<file path="src/rtl/ecm_pkg.sv">
// Shared constants and carrier types for the 8b/10b character codec.
package ecm_pkg;

  // ************************************************************
  // Character framing.
  // ************************************************************
  localparam logic [3:0] ECM_LAST_BIT = 4'h9;
  localparam logic [3:0] ECM_CNT_RESET = 4'h9;
  localparam logic [9:0] ECM_SHIFT_RESET = 10'h000;
  localparam logic [6:0] ECM_COMMA_POS = 7'h1f;
  localparam logic [6:0] ECM_COMMA_NEG = 7'h60;
  localparam logic [7:0] ECM_IDLE_BYTE = 8'hbc;

  // ************************************************************
  // Running disparity and special sub-block patterns.
  // ************************************************************
  localparam logic ECM_RD_NEG = 1'b0;
  localparam logic [5:0] ECM_SIX_FORCE_POS = 6'h07;
  localparam logic [5:0] ECM_SIX_FORCE_NEG = 6'h38;
  localparam logic [3:0] ECM_FOUR_FORCE_POS = 4'h3;
  localparam logic [3:0] ECM_FOUR_FORCE_NEG = 4'hc;
  localparam logic [5:0] ECM_SIX_K28 = 6'h0f;
  localparam logic [3:0] ECM_FOUR_ALT = 4'h7;
  localparam logic [4:0] ECM_X_K28 = 5'h1c;
  localparam logic [2:0] ECM_Y_ALT = 3'h7;

  // ************************************************************
  // Carrier types.
  // ************************************************************
  typedef struct packed {
    logic special;
    logic [7:0] data;
  } ecm_char_s;

  typedef struct packed {
    ecm_char_s rxChar;
    logic rxValid;
    logic rxViolation;
    logic rxAligned;
    logic rxRd;
    logic [9:0] rxWindow;
    logic [3:0] rxCnt;
    logic rxSync1;
    logic rxSync2;
    logic txRd;
    logic [9:0] txShift;
    logic [3:0] txCnt;
    logic txReady;
  } ecm_state_s;

endpackage : ecm_pkg

</file>
<file path="src/rtl/ecm_codec.sv">
// 8b/10b character encoder with serializer and deserializer with aligner and decoder.
//
// Contract
// - Each accepted byte becomes one 10-bit character, shifted out one bit per cycle.
// - Received bits are grouped by ten and decoded back into bytes.
// - All 256 byte values encode; extra characters serve as special codes.
// - Byte bit 0 is letter A through bit 7 as H; a..h match.
// - Bit i derives from A..E, bit j from F..H.
// - Special select low sends data, high sends a special character.
// - Dxx.y has EDCBA equal to xx and HGF equal to y.
// - Line carries enough transitions; idle sends comma characters between bytes.
// - Comma patterns in the received stream set character boundaries.
// - Serial order is a, b, c, d, e, i, f, g, h, j.
// - Disparity updates per sub-block by ones count and forcing patterns.
// - Characters outside the disparity column flag a violation yet update disparity.
`timescale 1ns/1ps
module ecm_codec (
  input wire logic clk,
  input wire logic resetn,
  input wire logic clkEn,
  input wire ecm_pkg::ecm_char_s txChar,
  input wire logic txValid,
  output logic txReady,
  output logic serialOut,
  input wire logic serialIn,
  output ecm_pkg::ecm_char_s rxChar,
  output logic rxValid,
  output logic rxViolation,
  output logic rxAligned
);
  import ecm_pkg::*;

  // ************************************************************
  // Code tables and helpers.
  // ************************************************************
  function automatic logic [5:0] tab6(input logic [4:0] x);
    case (x)
      5'h00: tab6 = 6'h27;
      5'h01: tab6 = 6'h1d;
      5'h02: tab6 = 6'h2d;
      5'h03: tab6 = 6'h31;
      5'h04: tab6 = 6'h35;
      5'h05: tab6 = 6'h29;
      5'h06: tab6 = 6'h19;
      5'h07: tab6 = 6'h38;
      5'h08: tab6 = 6'h39;
      5'h09: tab6 = 6'h25;
      5'h0a: tab6 = 6'h15;
      5'h0b: tab6 = 6'h34;
      5'h0c: tab6 = 6'h0d;
      5'h0d: tab6 = 6'h2c;
      5'h0e: tab6 = 6'h1c;
      5'h0f: tab6 = 6'h17;
      5'h10: tab6 = 6'h1b;
      5'h11: tab6 = 6'h23;
      5'h12: tab6 = 6'h13;
      5'h13: tab6 = 6'h32;
      5'h14: tab6 = 6'h0b;
      5'h15: tab6 = 6'h2a;
      5'h16: tab6 = 6'h1a;
      5'h17: tab6 = 6'h3a;
      5'h18: tab6 = 6'h33;
      5'h19: tab6 = 6'h26;
      5'h1a: tab6 = 6'h16;
      5'h1b: tab6 = 6'h36;
      5'h1c: tab6 = 6'h0e;
      5'h1d: tab6 = 6'h2e;
      5'h1e: tab6 = 6'h1e;
      default: tab6 = 6'h2b;
    endcase
  endfunction : tab6

  function automatic logic [3:0] tab4(input logic [2:0] y);
    case (y)
      3'h0: tab4 = 4'hb;
      3'h1: tab4 = 4'h9;
      3'h2: tab4 = 4'h5;
      3'h3: tab4 = 4'hc;
      3'h4: tab4 = 4'hd;
      3'h5: tab4 = 4'ha;
      3'h6: tab4 = 4'h6;
      default: tab4 = 4'he;
    endcase
  endfunction : tab4

  function automatic logic [2:0] ones(input logic [5:0] v);
    ones = 3'h0;
    for (int n = 0; n < 6; n++) begin
      ones = ones + {2'h0, v[n]};
    end
  endfunction : ones

  // Sub-block disparity step; six-bit blocks balance at three ones, four-bit at two.
  function automatic logic rdStep(input logic rd, input logic [5:0] v, input logic six);
    logic [2:0] half;
    logic [2:0] cnt;
    half = six ? 3'h3 : 3'h2;
    cnt = ones(v);
    if (cnt > half) begin
      rdStep = 1'b1;
    end else if (cnt < half) begin
      rdStep = 1'b0;
    end else if (six) begin
      rdStep = (v == ECM_SIX_FORCE_POS) ? 1'b1 : ((v == ECM_SIX_FORCE_NEG) ? 1'b0 : rd);
    end else begin
      rdStep = (v[3:0] == ECM_FOUR_FORCE_POS) ? 1'b1 : ((v[3:0] == ECM_FOUR_FORCE_NEG) ? 1'b0 : rd);
    end
  endfunction : rdStep

  function automatic logic rdAfter(input logic rd, input logic [9:0] c);
    rdAfter = rdStep(rdStep(rd, c[9:4], 1'b1), {2'h0, c[3:0]}, 1'b0);
  endfunction : rdAfter

  // Codes that differ between the two disparity columns.
  function automatic logic flip6(input logic [5:0] v);
    flip6 = (ones(v) != 3'h3) || (v == ECM_SIX_FORCE_NEG);
  endfunction : flip6

  function automatic logic flip4(input logic [3:0] v);
    flip4 = (ones({2'h0, v}) != 3'h2) || (v == ECM_FOUR_FORCE_NEG);
  endfunction : flip4

  // Encodes one byte into abcdei fghj, a in bit 9.
  function automatic logic [9:0] enc(input ecm_char_s ch, input logic rd);
    logic [4:0] x;
    logic [2:0] y;
    logic rdEff;
    logic rdMid;
    logic alt;
    logic [5:0] s6;
    logic [3:0] f4;
    x = ch.data[4:0];
    y = ch.data[7:5];
    rdEff = ch.special ? ECM_RD_NEG : rd;
    s6 = (ch.special && x == ECM_X_K28) ? ECM_SIX_K28 : tab6(x);
    if (rdEff && flip6(s6)) begin
      s6 = ~s6;
    end
    rdMid = rdStep(rdEff, s6, 1'b1);
    alt = (y == ECM_Y_ALT) && (ch.special || (!rdMid && (x == 5'h11 || x == 5'h12 || x == 5'h14)) ||
          (rdMid && (x == 5'h0b || x == 5'h0d || x == 5'h0e)));
    f4 = alt ? ECM_FOUR_ALT : tab4(y);
    if (rdMid && flip4(f4)) begin
      f4 = ~f4;
    end
    enc = (ch.special && rd) ? ~{s6, f4} : {s6, f4};
  endfunction : enc

  // Decodes a character from either column; validity is judged separately.
  function automatic ecm_char_s dec(input logic [9:0] c);
    logic [5:0] s6;
    logic [3:0] f4;
    logic [4:0] x;
    logic [2:0] y;
    logic k28;
    logic alt;
    s6 = c[9:4];
    f4 = c[3:0];
    x = 5'h00;
    y = 3'h0;
    for (int n = 0; n < 32; n++) begin
      if (tab6(n[4:0]) == s6 || (flip6(tab6(n[4:0])) && ~tab6(n[4:0]) == s6)) begin
        x = n[4:0];
      end
    end
    k28 = (s6 == ECM_SIX_K28) || (s6 == ~ECM_SIX_K28);
    if (k28) begin
      x = ECM_X_K28;
    end
    if (s6 == ~ECM_SIX_K28) begin
      f4 = ~f4;
    end
    for (int n = 0; n < 8; n++) begin
      if (tab4(n[2:0]) == f4 || (flip4(tab4(n[2:0])) && ~tab4(n[2:0]) == f4)) begin
        y = n[2:0];
      end
    end
    alt = (f4 == ECM_FOUR_ALT) || (f4 == ~ECM_FOUR_ALT);
    if (alt) begin
      y = ECM_Y_ALT;
    end
    dec.special = k28 || (alt && (x == 5'h17 || x == 5'h1b || x == 5'h1d || x == 5'h1e));
    dec.data = {y, x};
  endfunction : dec

  // ************************************************************
  // State update.
  // ************************************************************
  ecm_state_s state;
  ecm_state_s next_state;

  always_comb begin
    ecm_char_s txSel;
    logic [9:0] txCode;
    logic [9:0] win;
    logic [9:0] rxCode;
    logic emit;
    logic comma;
    ecm_char_s got;
    txSel = txValid ? txChar : ecm_char_s'{special: 1'b1, data: ECM_IDLE_BYTE};
    txCode = enc(txSel, state.txRd);
    win = {state.rxWindow[8:0], state.rxSync2};
    comma = (win[9:3] == ECM_COMMA_POS) || (win[9:3] == ECM_COMMA_NEG);
    emit = comma || (state.rxCnt == ECM_LAST_BIT);
    rxCode = win;
    got = dec(rxCode);
    next_state = state;
    next_state.rxSync1 = serialIn;
    next_state.rxSync2 = state.rxSync1;
    next_state.rxWindow = win;
    next_state.rxValid = emit;
    next_state.rxViolation = 1'b0;
    next_state.rxCnt = emit ? 4'h0 : state.rxCnt + 4'h1;
    if (comma) begin
      next_state.rxAligned = 1'b1;
    end
    if (emit) begin
      next_state.rxChar = got;
      next_state.rxViolation = (enc(got, state.rxRd) != rxCode);
      next_state.rxRd = rdAfter(state.rxRd, rxCode);
    end
    if (state.txCnt == ECM_LAST_BIT) begin
      next_state.txShift = txCode;
      next_state.txRd = rdAfter(state.txRd, txCode);
      next_state.txCnt = 4'h0;
    end else begin
      next_state.txShift = {state.txShift[8:0], 1'b0};
      next_state.txCnt = state.txCnt + 4'h1;
    end
    next_state.txReady = (next_state.txCnt == ECM_LAST_BIT);
  end

  always_ff @(posedge clk) begin
    if (!resetn) begin
      state <= '0;
      state.rxRd <= ECM_RD_NEG;
      state.txRd <= ECM_RD_NEG;
      state.txShift <= ECM_SHIFT_RESET;
      state.txCnt <= ECM_CNT_RESET;
      state.txReady <= 1'b1;
    end else if (clkEn) begin
      state <= next_state;
    end
  end

  // ************************************************************
  // Outputs.
  // ************************************************************
  assign txReady = state.txReady;
  assign serialOut = state.txShift[9];
  assign rxChar = state.rxChar;
  assign rxValid = state.rxValid;
  assign rxViolation = state.rxViolation;
  assign rxAligned = state.rxAligned;

endmodule : ecm_codec

</file>
<file path="config.mk">
export PLATFORM = sky130hd
export DESIGN_NAME = ecm_codec
export DESIGN_NICKNAME = d
export VERILOG_FILES = /design/src/rtl/ecm_pkg.sv /design/src/rtl/ecm_codec.sv
export SDC_FILE = /design/constraint.sdc
export NUM_CORES = 1
export LEC_CHECK = 0
export BUFFER_PORTS_ARGS = -buffer_cell sky130_fd_sc_hd__buf_2
export CORE_AREA = 3 3 124 138
export DETAILED_ROUTE_END_ITERATION = 7
export DIE_AREA = 0 0 127 141
export GPL_ROUTABILITY_DRIVEN = 0
export PLACE_DENSITY = 0.67
export SKIP_CTS_REPAIR_TIMING = 1
export SYNTH_ARGS = -nofsm -noshare
export SYNTH_HDL_FRONTEND = slang
export SYNTH_SLANG_ARGS = --single-unit
</file>
<file path="constraint.sdc">
create_clock -name clk -period 13.6 [get_ports clk]
set_input_delay 1.36 -clock clk [delete_from_list [all_inputs] [get_ports clk]]
set_output_delay 1.36 -clock clk [all_outputs]
set_load 0.05 [all_outputs]
</file>
==> impl_results.md <==
- Crit path max-delay family: adder cells
- Combinational fraction of design power: 42.6%
- CORE AREA: 15700 µm²
- Largest cells by area after synthesis: dfxtp_1 (14%), ha_1 (9.4%), fa_1 (6.7%)
- Setup crit start kind: input port
- Layout Skew: 5.16 ps
- Synth top area share: 14.1%
- Initial Util: 39.7%
- Die Y-Extent: 141 µm
- GRT Total Usage: 16.3%
- CP Data Arrival Time: 12840 ps
- Area leader, netlist: dfxtp_1
- DP Area: 6360 µm²
- Clock sinks: 44
- Clk slew on worst S/H paths: 70 ps
- Fmax: 79.2 MHz
- Total nets after synthesis: 921
- Final Cell Area: 6540 µm²
- Leakage: 2.64 nW
- ANT cells: 0
- Post-layout nets: 897
- Status: completed
- Final WL: 14700 µm
- Power per cell area: 75.3 nW/µm²
- Initial antenna violation count: 0
- Final min period: 12620 ps
- Sw Ratio: 36.3%
- CP Capture Type: flip-flop
- Max Cap Violations: 0
- Cells after synthesis: 839
- Total power: 0.492 mW
- Cell row count: 48
- Sequential area share after synthesis: 14.1%
- Hold Vio Cnt, Final: 0
- Die W: 127 µm
- IO buf count: 27
- CTS tree: built
- CTS Buffer Depth: 2
- Register bit count reported by yosys: 44
- Worst slew pin tran: 988 ps
- Setup violators final: 0
- H-tree depth: 2
- R2R Setup Slk: 1840 ps
- Sum Neg Setup Slack: 0 ps
- Max VDD drop: 0.0000523 V
- Max stage delay on crit path: 540 ps
- Clock Power Share: 28.7%
- Seq pwr share: 28.6%
- CP Data Required Time: 13810 ps
- First-pass GRT wire length: 25400 µm
- Final period utilization: 92.8%
- Routed wire per std cell: 14.4 µm
- Rel. slew slack: 34.0%
- Post-synthesis cell type count: 92
- Min-Delay Path Class: flip-flop to flip-flop
- Drt first pass iters: 5
- Die area: 17900 µm²
- CTS root buffer: clkbuf_16
- Antenna Nets Post-Route: 0
- Max FO, Critical Path: 20
- Crit path buf inv count: 7
- Int Pwr: 0.313 mW
- Layout cell share with drive strength beyond 1: 9.31%
- Synthesized area per cell: 7.45 µm²
- Synthesis-to-layout area growth: 4.58%
- Via count: 5766
- Ys async rst share: 0%
- Most frequent CP cell: ha_1
- Hpwl dp: 10900 µm
- Number of enable flip-flop cells after synthesis: 0
- CP max stage cell: o31ai_2
- Cell with the most instances after synthesis: nor2_1
- TritonCTS Buffers: 5
- Vias in the first global route: 5347
- DRT iter0 DRCs: 405
- Vias per cell: 5.68
- Largest net degree at the start of global routing: 44
- Slew Viols, Final: 0
- Ys Warns: 0
- Clock latency on the worst-skew pair: 280 ps
- Final Util: 41.6%
- Io pins: 28
- RSZ-0062 raised after global routing: no
- Crit Path Class: input port to flip-flop
- Main flop type after synthesis: dfxtp_1
- Number of remaining DRC errors: 0
- Total congestion overflow: 0
- Post-synth top cells: nor2_1 (84), inv_1 (70), nand2_1 (65), o21ai_0 (55), ha_1 (47)
- P_sw: 0.179 mW
- WHS: 450 ps
- Mapped Area: 6250 µm²
==> through the flow <==
stage | std cells | worst slack (ps)
finish | 1016 | 977
global route | 1016 | 211
CTS | 1016 | 746
detailed placement | 1008 | 458
global placement | 1008 | 830
floorplan | 839 | 1180
==> cells in the final DEF (no fill, tap or decap), types with 6 or more instances in the layout <==
cell type | Yosys | final
nand2_1 | 65 | 65
nand3b_1 | 8 | 8
o211ai_1 | 12 | 12
dfxtp_1 | 44 | 44
xor2_1 | 8 | 8
and2_1 | 10 | 10
nor2b_1 | 16 | 16
inv_1 | 70 | 70
a31oi_1 | 16 | 16
a21oi_1 | 35 | 35
o21a_1 | 6 | 6
a211oi_1 | 9 | 9
o21ai_0 | 55 | 55
mux2i_1 | 29 | 29
fa_1 | 21 | 21
o21ai_1 | 7 | 7
nor2_1 | 84 | 84
buf_2 | 16 | 27
nand4_1 | 11 | 11
ha_1 | 47 | 47
nand3_1 | 25 | 25
nand2b_1 | 22 | 22
o221ai_1 | 6 | 6
a221oi_1 | 6 | 6
or3_1 | 6 | 6
xnor2_1 | 24 | 24
nor3_1 | 22 | 22
==> registers in the layout (all words and copies together), names as in the netlist <==
signal and count:
rxViolation 1, next_state 11, state 19, rxChar 9, rxAligned 1, serialOut 1
rxValid 1, txReady 1
==> power by group through the flow <==
stage | combinational (mW) | sequential (mW) | clock (mW)
2_1_floorplan | 0.172 | 0.144 | 0
3_3_place_gp | 0.206 | 0.144 | 0
3_5_place_dp | 0.210 | 0.144 | 0
4_1_cts | 0.212 | 0.141 | 0.144
5_1_grt | 0.244 | 0.142 | 0.149
6_report | 0.210 | 0.141 | 0.142
==> worst paths after layout <==
kind,start,to,depth (start not counted)
max,txValid,state[15]$_SDFFE_PN0P_,47
min,rxChar[7]$_SDFFE_PN0P_,rxChar[7]$_SDFFE_PN0P_,2
max reg2reg,next_state[31]$_SDFFE_PN0P_,rxViolation$_SDFFE_PN0P_,47
min reg2reg,rxChar[7]$_SDFFE_PN0P_,rxChar[7]$_SDFFE_PN0P_,2
==> tightest hold or removal path, delay by kind of cell, from the launching register on <==
kind	cells	cell delay [ps]
DFF	1	310
AOI/OAI and AO/OA	1	50
and+or+nand+nor	1	50
==> cell families after synthesis <==
logic type               count (synthesis)  share of synthesized area (%)
AND/OR/NAND/NOR                        308                           25.8
AO/OA/AOI/OAI                          217                           24.4
buffers and inverters                  135                           9.32
adder cells (fa/ha/maj)                 71                           16.6
flip-flops                              44                           14.1
XOR/XNOR                                33                           4.74
multiplexers                            31                           5.06
==> layout make-up <==
| type | instances | area, µm² |
|---|---|---|
| flip-flops and latches | 44 | 881 |
| fillers | 1634 | 9200 |
| clock inverters | 3 | 46.3 |
| inverters | 72 | 270 |
| multi-input cells | 660 | 4790 |
| repair buffers | 32 | 173 |
| clock buffers | 5 | 125 |
| well taps | 200 | 250 |
==> per-layer routing <==
metal / up-vias / GRT usage, % / wire, µm
met5: - / 0 / 0
met4: 0 / 3.50 / 201
met3: 18 / 1.44 / 494
met2: 137 / 28.5 / 7190
met1: 2707 / 21.8 / 6770
li1: 2904 / - / -
No activity file was read; power rests on OpenSTA's default activity.
